**src/dma5_pkg.sv**
```systemverilog
// Purpose: Shared constants, register map and carrier types of the five-channel DMA controller.
// Assumes: Word-indexed register port, 16-bit data memory addresses and data.
// Notes: Channel register blocks repeat at a fixed stride above the global registers.
package dma5_pkg;
  localparam int NUM_CHANNELS = 5;
  localparam int ADDR_WIDTH = 16;
  localparam int DATA_WIDTH = 16;
  localparam int LEN_WIDTH = 13;
  localparam int REG_DATA_WIDTH = 32;
  localparam int REG_ADDR_WIDTH = 8;
  localparam int TRIG_COUNT = 31;
  localparam int CFG_BITS = 19;

  localparam logic [7:0] REG_CHANNEL_ARM = 8'h00;
  localparam logic [7:0] REG_SOFT_REQUEST = 8'h01;
  localparam logic [7:0] REG_COMPLETION_FLAG = 8'h02;
  localparam logic [7:0] REG_ENGINE_STATUS = 8'h03;
  localparam logic [5:0] REG_CH_BASE_WORD = 6'h04;
  localparam logic [1:0] CH_SRC_OFS = 2'h0;
  localparam logic [1:0] CH_DST_OFS = 2'h1;
  localparam logic [1:0] CH_LIMIT_OFS = 2'h2;
  localparam logic [1:0] CH_CFG_OFS = 2'h3;

  localparam int ARM_ABORT_BIT = 7;
  localparam int STATUS_BUSY_BIT = 7;
  localparam int WORD_LEN_MSB = 12;

  localparam logic [ADDR_WIDTH-1:0] ADDR_RESET = 16'h0000;
  localparam logic [LEN_WIDTH-1:0] LIMIT_RESET = 13'h0000;
  localparam logic [CFG_BITS-1:0] CFG_RESET = 19'h00000;

  localparam logic [1:0] PRIO_LOW = 2'h0;
  localparam logic [1:0] PRIO_NORMAL = 2'h1;
  localparam logic [1:0] PRIO_HIGH = 2'h2;

  localparam logic [2:0] VARIABLE_LENGTH_OPTION_FIXED = 3'h0;
  localparam logic [2:0] VARIABLE_LENGTH_OPTION_PLUS_ONE = 3'h1;
  localparam logic [2:0] VARIABLE_LENGTH_OPTION_EXACT = 3'h2;
  localparam logic [2:0] VARIABLE_LENGTH_OPTION_PLUS_TWO = 3'h3;
  localparam logic [2:0] VARIABLE_LENGTH_OPTION_PLUS_THREE = 3'h4;

  typedef enum logic [1:0] {TM_SINGLE, TM_BLOCK, TM_REP_SINGLE, TM_REP_BLOCK} xfer_mode_e;
  typedef enum logic [1:0] {STEP_NONE, STEP_ONE, STEP_TWO, STEP_BACK} addr_step_e;

  typedef struct packed {
    logic completionIrqMask;
    logic [1:0] prio;
    addr_step_e dstStep;
    addr_step_e srcStep;
    logic lengthByteWidthSel;
    logic wordSize;
    logic [2:0] variableLengthOption;
    xfer_mode_e mode;
    logic [4:0] trigSel;
  } chan_cfg_s;

  typedef struct packed {
    logic en;
    logic write;
    logic word;
    logic [ADDR_WIDTH-1:0] addr;
    logic [DATA_WIDTH-1:0] wdata;
  } mem_cmd_s;
endpackage

```
**src/five_channel_dma.sv**
```systemverilog
// Purpose: Five-channel DMA engine moving bytes or words through the external data space.
// Assumes: Memory returns read data in the cycle after the access cycle; one access per cycle.
// Notes: Channel setup lives in registers reached over the plain register port.
// Summary of operation
// - Five independent channels, numbered zero to four, copy data between memory locations.
// - No channel transfers until software sets its bit in the arm register.
// - An armed channel starts on its selected trigger event among thirty sources.
// - Setting an armed channel's software request bit starts a transfer; an unarmed channel ignores it.
// - One trigger source per channel; it starts one item or a whole block.
// - The source setting is the first location read.
// - After the count, the channel rearms or disarms and raises a completion request.
// - Variable length takes the count from the first item; words use bits 12 to 0.
// - The fixed length acts as the upper limit in every variable-length option.
// - For byte transfers a width bit picks seven or eight length bits.
// - Option one moves length item plus count; option two moves exactly the count.
// - Options three and four move length item then count plus one or two.
// - Arming or rearming loads source and destination into working pointers.
// - Each pointer independently stays, adds one, adds two or subtracts one per item.
// - A size setting makes each item one byte or one 16-bit word.
// - A mask bit decides whether completion raises an interrupt request.
// - Mode selects single, block, repeated single or repeated block.
// - Three priority levels arbitrate between channels and against the processor.
// - The whole external data space, registers included, is addressable.
// - Single moves one item per trigger, block the whole count; repeats rearm.
// - High beats processor, normal wins every second try, low yields; ties rotate.
// - An arm write with abort set disarms the selected channels and stops them.
// - The completion flag sets regardless of mask; the mask gates only the request.
//
// Decided for this implementation: strobed register access and the placing of the registers.
`timescale 1ns/1ps
module five_channel_dma
  import dma5_pkg::*;
#(
  parameter int NUM_CH = NUM_CHANNELS
) (
  input wire logic core_clk,
  input wire logic nrst,
  input wire logic ce,
  input wire logic [REG_ADDR_WIDTH-1:0] regAddr,
  input wire logic [REG_DATA_WIDTH-1:0] regWdata,
  input wire logic regWrite,
  input wire logic regRead,
  output logic [REG_DATA_WIDTH-1:0] regRdata,
  input wire logic [TRIG_COUNT-1:0] trigIn,
  input wire logic cpuReq,
  output mem_cmd_s memCmd,
  input wire logic [DATA_WIDTH-1:0] memRdata,
  output logic [NUM_CH-1:0] irqReq,
  output logic dmaBusy
);

  if (NUM_CH < 1 || NUM_CH > ARM_ABORT_BIT) begin : g_bad_ch
    $error("NUM_CH must lie between 1 and 7");
  end

  typedef enum logic [1:0] {S_IDLE, S_RD, S_CAP, S_WR} eng_state_e;

  eng_state_e state_q;
  logic [2:0] cur_q;
  logic [2:0] rr_q;
  logic normDeferred_q;
  logic [NUM_CH-1:0] armed_q;
  logic [NUM_CH-1:0] pend_q;
  logic [NUM_CH-1:0] flag_q;
  logic [NUM_CH-1:0] first_q;
  logic [NUM_CH-1:0] irq_q;
  logic busy_q;
  logic [REG_DATA_WIDTH-1:0] rdata_q;
  mem_cmd_s cmd_q;
  chan_cfg_s cfg_q [NUM_CH];
  logic [ADDR_WIDTH-1:0] srcCfg_q [NUM_CH];
  logic [ADDR_WIDTH-1:0] dstCfg_q [NUM_CH];
  logic [LEN_WIDTH-1:0] limit_q [NUM_CH];
  logic [ADDR_WIDTH-1:0] srcPtr_q [NUM_CH];
  logic [ADDR_WIDTH-1:0] dstPtr_q [NUM_CH];
  logic [LEN_WIDTH:0] rem_q [NUM_CH];

  function automatic logic chHit(input logic [REG_ADDR_WIDTH-1:0] a, input int n);
    return a[7:2] == 6'(int'(REG_CH_BASE_WORD) + n);
  endfunction

  function automatic logic [1:0] prioLevel(input logic [1:0] p);
    return (p > PRIO_HIGH) ? PRIO_HIGH : p;
  endfunction

  function automatic logic [ADDR_WIDTH-1:0] stepAddr(input logic [ADDR_WIDTH-1:0] a,
                                                     input addr_step_e s);
    logic [ADDR_WIDTH-1:0] r;
    r = a;
    unique case (s)
      STEP_NONE: r = a;
      STEP_ONE: r = a + 16'h0001;
      STEP_TWO: r = a + 16'h0002;
      STEP_BACK: r = a - 16'h0001;
    endcase
    return r;
  endfunction

  logic armWr;
  logic abortWr;
  logic softWr;
  logic flagWr;
  logic [NUM_CH-1:0] wrBits;
  logic [NUM_CH-1:0] abortBits;
  logic [NUM_CH-1:0] armLoad;
  logic [NUM_CH-1:0] trigHit;
  logic [NUM_CH-1:0] pendAct;
  logic found;
  logic go;
  logic [2:0] win;
  logic [1:0] winLvl;
  chan_cfg_s curCfg;
  logic isLenItem;
  logic exactOpt;
  logic [LEN_WIDTH:0] lenVal;
  logic [LEN_WIDTH:0] want;
  logic [LEN_WIDTH:0] limEff;
  logic [LEN_WIDTH:0] capLimit;
  logic [LEN_WIDTH:0] remAfter;
  logic [LEN_WIDTH:0] loadRem;
  logic curArmed;
  logic capEnd;
  logic itemEnd;
  logic finish;
  logic repeatMode;
  logic singleMode;

  assign armWr = regWrite && regAddr == REG_CHANNEL_ARM;
  assign abortWr = armWr && regWdata[ARM_ABORT_BIT];
  assign softWr = regWrite && regAddr == REG_SOFT_REQUEST;
  assign flagWr = regWrite && regAddr == REG_COMPLETION_FLAG;
  assign wrBits = regWdata[NUM_CH-1:0];
  assign abortBits = abortWr ? wrBits : '0;
  assign pendAct = pend_q & armed_q;
  assign curCfg = cfg_q[cur_q];
  assign curArmed = armed_q[cur_q];
  assign repeatMode = curCfg.mode == TM_REP_SINGLE || curCfg.mode == TM_REP_BLOCK;
  assign singleMode = curCfg.mode == TM_SINGLE || curCfg.mode == TM_REP_SINGLE;

  // Trigger number zero means software request only; numbers past the bus width never fire.
  for (genvar n = 0; n < NUM_CH; n++) begin : g_trig
    assign trigHit[n] = cfg_q[n].trigSel != 5'h00 &&
                        int'(cfg_q[n].trigSel) < TRIG_COUNT &&
                        trigIn[cfg_q[n].trigSel];
    assign armLoad[n] = (armWr && !regWdata[ARM_ABORT_BIT] && wrBits[n] && !armed_q[n]) ||
                        (finish && repeatMode && int'(cur_q) == n);
  end

  // Round-robin scan starts after the last winner so equal levels take turns.
  always_comb begin
    int idx;
    logic [1:0] lvl;
    idx = 0;
    lvl = PRIO_LOW;
    found = 1'b0;
    win = 3'h0;
    winLvl = PRIO_LOW;
    for (int k = 1; k <= NUM_CH; k++) begin
      idx = (int'(rr_q) + k) % NUM_CH;
      lvl = prioLevel(cfg_q[idx].prio);
      if (pendAct[idx] && (!found || lvl > winLvl)) begin
        found = 1'b1;
        win = 3'(idx);
        winLvl = lvl;
      end
    end
  end

  assign go = found && (winLvl == PRIO_HIGH || !cpuReq ||
                        (winLvl == PRIO_NORMAL && normDeferred_q));

  // Length item decode; the fixed limit caps the total, counting the length item when it moves.
  always_comb begin
    if (curCfg.wordSize) begin
      lenVal = {1'b0, memRdata[WORD_LEN_MSB:0]};
    end else if (curCfg.lengthByteWidthSel) begin
      lenVal = {7'h00, memRdata[6:0]};
    end else begin
      lenVal = {6'h00, memRdata[7:0]};
    end
    unique case (curCfg.variableLengthOption)
      VARIABLE_LENGTH_OPTION_PLUS_TWO: want = lenVal + 14'h0001;
      VARIABLE_LENGTH_OPTION_PLUS_THREE: want = lenVal + 14'h0002;
      default: want = lenVal;
    endcase
    limEff = (limit_q[cur_q] == LIMIT_RESET) ? 14'h0001 : {1'b0, limit_q[cur_q]};
    capLimit = exactOpt ? limEff : limEff - 14'h0001;
    remAfter = (want < capLimit) ? want : capLimit;
    loadRem = exactOpt ? remAfter : remAfter + 14'h0001;
  end

  assign isLenItem = first_q[cur_q] && curCfg.variableLengthOption >= VARIABLE_LENGTH_OPTION_PLUS_ONE &&
                     curCfg.variableLengthOption <= VARIABLE_LENGTH_OPTION_PLUS_THREE;
  assign exactOpt = curCfg.variableLengthOption == VARIABLE_LENGTH_OPTION_EXACT;
  assign capEnd = state_q == S_CAP && curArmed && isLenItem && exactOpt &&
                  remAfter == 14'h0000;
  assign itemEnd = curArmed && (state_q == S_WR || capEnd);
  assign finish = itemEnd && (capEnd || rem_q[cur_q] <= 14'h0001);

  always_ff @(posedge core_clk or negedge nrst) begin
    if (!nrst) begin
      for (int n = 0; n < NUM_CH; n++) begin
        cfg_q[n] <= chan_cfg_s'(CFG_RESET);
        srcCfg_q[n] <= ADDR_RESET;
        dstCfg_q[n] <= ADDR_RESET;
        limit_q[n] <= LIMIT_RESET;
      end
    end else if (ce && regWrite) begin
      for (int n = 0; n < NUM_CH; n++) begin
        if (chHit(regAddr, n)) begin
          unique case (regAddr[1:0])
            CH_SRC_OFS: srcCfg_q[n] <= regWdata[ADDR_WIDTH-1:0];
            CH_DST_OFS: dstCfg_q[n] <= regWdata[ADDR_WIDTH-1:0];
            CH_LIMIT_OFS: limit_q[n] <= regWdata[LEN_WIDTH-1:0];
            CH_CFG_OFS: cfg_q[n] <= chan_cfg_s'(regWdata[CFG_BITS-1:0]);
          endcase
        end
      end
    end
  end

  always_ff @(posedge core_clk or negedge nrst) begin
    if (!nrst) begin
      armed_q <= '0;
    end else if (ce) begin
      for (int n = 0; n < NUM_CH; n++) begin
        if (abortBits[n]) begin
          armed_q[n] <= 1'b0;
        end else if (armWr && wrBits[n]) begin
          armed_q[n] <= 1'b1;
        end else if (finish && int'(cur_q) == n && !repeatMode) begin
          armed_q[n] <= 1'b0;
        end
      end
    end
  end

  // A request arriving while its clear fires is kept; a disarmed channel drops its request.
  always_ff @(posedge core_clk or negedge nrst) begin
    if (!nrst) begin
      pend_q <= '0;
    end else if (ce) begin
      for (int n = 0; n < NUM_CH; n++) begin
        if (armed_q[n] && !abortBits[n] && (trigHit[n] || (softWr && wrBits[n]))) begin
          pend_q[n] <= 1'b1;
        end else if (abortBits[n] || !armed_q[n]) begin
          pend_q[n] <= 1'b0;
        end else if (itemEnd && int'(cur_q) == n && (singleMode || finish)) begin
          pend_q[n] <= 1'b0;
        end
      end
    end
  end

  always_ff @(posedge core_clk or negedge nrst) begin
    if (!nrst) begin
      for (int n = 0; n < NUM_CH; n++) begin
        srcPtr_q[n] <= ADDR_RESET;
        dstPtr_q[n] <= ADDR_RESET;
        rem_q[n] <= '0;
        first_q[n] <= 1'b0;
      end
    end else if (ce) begin
      for (int n = 0; n < NUM_CH; n++) begin
        if (armLoad[n]) begin
          srcPtr_q[n] <= srcCfg_q[n];
          dstPtr_q[n] <= dstCfg_q[n];
          rem_q[n] <= {1'b0, limit_q[n]};
          first_q[n] <= 1'b1;
        end else if (int'(cur_q) == n && curArmed) begin
          if (state_q == S_CAP) begin
            srcPtr_q[n] <= stepAddr(srcPtr_q[n], cfg_q[n].srcStep);
            first_q[n] <= 1'b0;
            if (isLenItem) begin
              rem_q[n] <= loadRem;
            end
          end else if (state_q == S_WR) begin
            dstPtr_q[n] <= stepAddr(dstPtr_q[n], cfg_q[n].dstStep);
            if (rem_q[n] > 14'h0001) begin
              rem_q[n] <= rem_q[n] - 14'h0001;
            end
          end
        end
      end
    end
  end

  // One access per cycle: the engine serves a single channel from read to write.
  always_ff @(posedge core_clk or negedge nrst) begin
    if (!nrst) begin
      state_q <= S_IDLE;
      cur_q <= 3'h0;
      rr_q <= 3'h0;
      cmd_q <= '0;
      busy_q <= 1'b0;
    end else if (ce) begin
      cmd_q.en <= 1'b0;
      unique case (state_q)
        S_IDLE: begin
          if (go) begin
            state_q <= S_RD;
            cur_q <= win;
            rr_q <= win;
            cmd_q <= '{en: 1'b1, write: 1'b0, word: cfg_q[win].wordSize,
                       addr: srcPtr_q[win], wdata: '0};
            busy_q <= 1'b1;
          end
        end
        S_RD: state_q <= S_CAP;
        S_CAP: begin
          if (!curArmed || capEnd) begin
            state_q <= S_IDLE;
            busy_q <= 1'b0;
          end else if (isLenItem && exactOpt) begin
            state_q <= S_RD;
            cmd_q <= '{en: 1'b1, write: 1'b0, word: curCfg.wordSize,
                       addr: stepAddr(srcPtr_q[cur_q], curCfg.srcStep), wdata: '0};
          end else begin
            state_q <= S_WR;
            cmd_q <= '{en: 1'b1, write: 1'b1, word: curCfg.wordSize, addr: dstPtr_q[cur_q],
                       wdata: curCfg.wordSize ? memRdata : {8'h00, memRdata[7:0]}};
          end
        end
        S_WR: begin
          state_q <= S_IDLE;
          busy_q <= 1'b0;
        end
      endcase
    end
  end

  always_ff @(posedge core_clk or negedge nrst) begin
    if (!nrst) begin
      normDeferred_q <= 1'b0;
    end else if (ce && state_q == S_IDLE && found && winLvl == PRIO_NORMAL) begin
      normDeferred_q <= !go;
    end
  end

  always_ff @(posedge core_clk or negedge nrst) begin
    if (!nrst) begin
      flag_q <= '0;
      irq_q <= '0;
    end else if (ce) begin
      for (int n = 0; n < NUM_CH; n++) begin
        if (finish && int'(cur_q) == n) begin
          flag_q[n] <= 1'b1;
        end else if (flagWr && wrBits[n]) begin
          flag_q[n] <= 1'b0;
        end
        irq_q[n] <= finish && int'(cur_q) == n && cfg_q[n].completionIrqMask;
      end
    end
  end

  always_ff @(posedge core_clk or negedge nrst) begin
    if (!nrst) begin
      rdata_q <= '0;
    end else if (ce) begin
      rdata_q <= '0;
      if (regRead) begin
        if (regAddr == REG_CHANNEL_ARM) begin
          rdata_q <= 32'(armed_q);
        end else if (regAddr == REG_SOFT_REQUEST) begin
          rdata_q <= 32'(pend_q);
        end else if (regAddr == REG_COMPLETION_FLAG) begin
          rdata_q <= 32'(flag_q);
        end else if (regAddr == REG_ENGINE_STATUS) begin
          rdata_q[STATUS_BUSY_BIT] <= busy_q;
          rdata_q[2:0] <= cur_q;
        end
        for (int n = 0; n < NUM_CH; n++) begin
          if (chHit(regAddr, n)) begin
            unique case (regAddr[1:0])
              CH_SRC_OFS: rdata_q <= 32'(srcCfg_q[n]);
              CH_DST_OFS: rdata_q <= 32'(dstCfg_q[n]);
              CH_LIMIT_OFS: rdata_q <= 32'(limit_q[n]);
              CH_CFG_OFS: rdata_q <= 32'(cfg_q[n]);
            endcase
          end
        end
      end
    end
  end

  assign regRdata = rdata_q;
  assign memCmd = cmd_q;
  assign irqReq = irq_q;
  assign dmaBusy = busy_q;

endmodule

```
**config.mk**
```make
export PLATFORM = sky130hd
export DESIGN_NAME = five_channel_dma
export DESIGN_NICKNAME = d
export VERILOG_FILES = /design/src/dma5_pkg.sv /design/src/five_channel_dma.sv
export SDC_FILE = /design/constraint.sdc
export NUM_CORES = 2
export LEC_CHECK = 0
export ABC_AREA = 0
export BUFFER_PORTS_ARGS = -buffer_cell sky130_fd_sc_hd__buf_2
export CORE_MARGIN = 2
export CORE_UTILIZATION = 40
export CTS_BUF_LIST = sky130_fd_sc_hd__clkbuf_2
export DETAILED_ROUTE_END_ITERATION = 6
export GPL_TIMING_DRIVEN = 0
export PLACE_DENSITY = 0.63
export SLEW_MARGIN = 20
export SYNTH_ARGS = -nofsm -noshare
export SYNTH_HDL_FRONTEND = slang
export SYNTH_SLANG_ARGS = --single-unit
```
**constraint.sdc**
```tcl
create_clock -name core_clk -period 27.2 [get_ports core_clk]
set_input_delay 5.44 -clock core_clk [delete_from_list [all_inputs] [get_ports core_clk]]
set_output_delay 5.44 -clock core_clk [all_outputs]
set_load 0.05 [all_outputs]
```
==> results list <==
* Run status: completed
- Fill cells in the final layout number about 13k.
- Arrival time worst endpoint: roughly 16 ns
- The initial antenna violation count was 42.
* Min Tclk post-route: between 10 and 15 ns
* Placed Cells: around 7.5k
* Row cnt: around 130
* Die boundary width: around 360 um
* Number of top-level pins: 166
* Chip height: around 360 um
- For flop-to-flop paths, the worst setup slack is about 13 ns.
- The number of pins with negative max-slew slack in the final report was 0.
- Max clock buf depth: 3
- Most common cell in the synthesized netlist: dfrtp_1
- The die covers 130000 um2.
- After synthesis, the share of flip-flops with an asynchronous set or reset is 100%.
- Share of synthesized area occupied by flip-flops and latches: between 30% and 40%
- In this run the worst path has a maximum fanout of 14.
- Top Family by Delay on Critical Path: compound AO/OA/AOI/OAI gates
- Summed over all cells, the static leakage comes to ~0.025 uW.
- Clock transition at the register clock pins on the worst setup and hold paths after CTS: between 0.1 and 0.15 ns
* Number of setup buffers added after CTS: 0
- Number of distinct library cell variants in the gate-level netlist after synthesis: 100
* Sink count of the clock tree: roughly 640
- Synthesis inferred ~640 register bits.
- Antenna Nets Post-Route: 0
- Worst min path class: flop to flop
* DR pass1 iterations: 6
* Syn. warnings: 0
- Synthesis produced around 5.7k cells.
- Setup violations remaining at the end of the flow were counted as 0.
- The final critical path takes up 51.9% of the cycle.
- After routing the design area is 56100 um2.
- Setup WS post-layout: between 10 and 15 ns
* Post-route non-filler standard cell count: around 7.9k
* Final hold viol count: 0
* Relative slew slack: about 14%
* List of most frequent post-synthesis cells: 636 x dfrtp_1, 586 x nand2_1, 459 x o21ai_0
- TritonCTS built the clock tree.
- Of the cells placed in the final design, the portion with a size suffix greater than 1 is a little under a fifth.
- The congestion estimate from routability-driven global placement came to about 1.1.
* Fmax achieved: roughly 70 MHz
- Crit-path most repeated cell: a21oi_1
- Power density over the cells: roughly 76 nW/um2
- The tool flagged a number of max-cap violations equal to 0.
- For the worst-skew pair, the clock arrives at the later sink with an insertion delay of approximately 1.8 ns.
* Worst clock skew on the final layout: between 0.15 and 0.2 ns
* Via density per instance: 6.72
- Once the floorplan was initialized, standard cells occupied between 40% and 50% of the core.
- Total Routed Length: about 280000 um
- Most used DFF post-synth: dfrtp_1
- Global-route wire length before repair: approximately 380000 um
- From synthesis to final layout, the design area changed by 9.86%.
* Worst hold slack: 0.478 ns
- In this run, post-CTS hold repair placed 0 buffers.
* Measured slew at the worst slew-check pin: between 1 and 1.5 ns
- CTS Buf Count: approximately 190
* Setup tns final: 0 ns
* Dominant cells by area after synthesis: dfrtp_1 31%, mux2_2 8.2%, mux4_2 5.7%
- 1st-iter DRT viols: approximately 7.3k
- Post-synth design cell area: between 50000 and 60000 um2
- Worst-case vdd ir drop: about 0.11 mV
- The core region is 127000 um2.
* Total via count in the routed design: 53.0k
* Combined buffer and inverter count along the critical path: 11
* Instance area after placement: around 54000 um2
- Setup repair after global routing left no endpoint under its margin.
- Gates resized during post-CTS repair numbered 0.
* Cell type with the largest total area after synthesis: dfrtp_1
* Top-area cell type share of the netlist area: a little under a third
* Endpoint class of the critical path: flop
* Buffers added on ports: 129
- The slowest stage of the critical path is the clkbuf_1 cell.
- CTS H-tree lvls: 4
- The via count of the first global-routing pass was between 40k and 50k.
* Number of flops mapped to enable cells by yosys: 0
- The largest single stage delay on the critical path is roughly 0.94 ns.
- Timing analysis after detailed placement gives a worst setup slack of between 10 and 15 ns.
* Master cell of the clock root buffer: clkbuf_2
- The wire-length estimate of the detail-placed layout is between 200000 and 250000 um.
* Tot GR Track Use: a little over 40%
* Maximum number of pins on one net before global-route repair: 93
- By startpoint and endpoint, the worst setup path is classified as flop to flop.
- At the worst endpoint, the required time is 28.83 ns.
- Average wire per standard cell: 35.1 um
- Number of remaining DRC errors: 0
* Type of element launching the critical path: flop
* Mean instance size in the synthesized netlist: about 9 um2
- For this run, the post-layout net count is 6379.
* Overall overflow remaining after global route: 0
==> layer usage <==
layer	GRT usage (%)	wire length [um]	vias to the layer above
met5	0	226	-
met4	26.6	21100	32
met3	16.1	37800	895
met2	57.2	111000	3738
met1	53.4	107000	26300
li1	-	-	22000
==> state kept, by name, indices dropped and copies added (netlist names) <==
signal / flops
armed_q: 5
cfg_q: 95
dmaBusy: 1
dstCfg_q: 80
dstPtr_q: 80
first_q: 5
flag_q: 5
irqReq: 5
limit_q: 65
memCmd: 35
normDeferred_q: 1
pend_q: 5
regRdata: 19
rem_q: 70
rr_q: 3
srcCfg_q: 80
srcPtr_q: 80
state_q: 2
==> worst min-delay path, cell delays in order (launching register included) <==
cell	delay, ns
dfrtp_1	0.35
nand2_1	0.04
o21ai_0	0.06
==> per-stage QoR <==
| stage | total power [uW] | utilization, % |
|---|---|---|
| 2_1_floorplan | 2580 | - |
| 3_3_place_gp | 3340 | 42.3 |
| 3_5_place_dp | 3360 | 42.7 |
| 4_1_cts | 4140 | 44.0 |
| 5_1_grt | 4400 | 44.1 |
| 6_report | 4240 | 44.1 |
==> layout by cell type, fill, tap and decap left out, drive strengths merged, types with 105 or more instances in the layout <==
master,count
dfrtp,636
nand3,125
mux2,372
a211oi,124
nor2,393
xor2,112
nor3,144
ha,226
o21ai,480
mux2i,159
buf,253
a21oi,332
clkbuf,540
nand2,586
o211ai,105
mux4,130
inv,189
xnor2,159
==> where the power goes <==
group          internal, uW  switching [uW]  total (uW)
registers               972            58.9        1030
logic                   801            1620        2420
clock network           293             502         794
total                  2070            2180        4240
==> logic make-up after synthesis <==
family | after synthesis | synth area share (%)
AOI/OAI and AO/OA | 1648 | 21.1
xor gates and xnor gates | 271 | 4.65
DFF | 636 | 31.2
muxes | 661 | 17.1
and+or+nand+nor | 1677 | 15.4
adders and majority gates | 237 | 5.97
other | 2 | 0.0147
buffers and inverters | 571 | 4.63
==> layout make-up <==
| type | count | area, um2 | area share [%] |
|---|---|---|---|
| timing repair buffer | 147 | 996 | 1.78 |
| inverter | 184 | 691 | 1.23 |
| multi-input combinational | 4508 | 32900 | 58.6 |
| buffer | 387 | 1730 | 3.09 |
| clock inverter | 65 | 387 | 0.690 |
| clock buffer | 259 | 1300 | 2.31 |
| antenna | 37 | 92.6 | 0.165 |
| tap | 1662 | 2080 | 3.71 |
| sequential | 636 | 15900 | 28.4 |
==> worst paths after layout <==
kind / end / cells after the start / start
max: memCmd[26] / 46 / rr_q[2]
min in group asynchronous: cfg_q[1] / 1 / nrst
max in group asynchronous: srcPtr_q[8] / 5 / nrst
max reg2reg: memCmd[26] / 46 / rr_q[2]
min reg2reg: memCmd[13] / 2 / memCmd[13]
min: memCmd[13] / 2 / memCmd[13]
No activity file was read; power rests on OpenSTA's default activity.
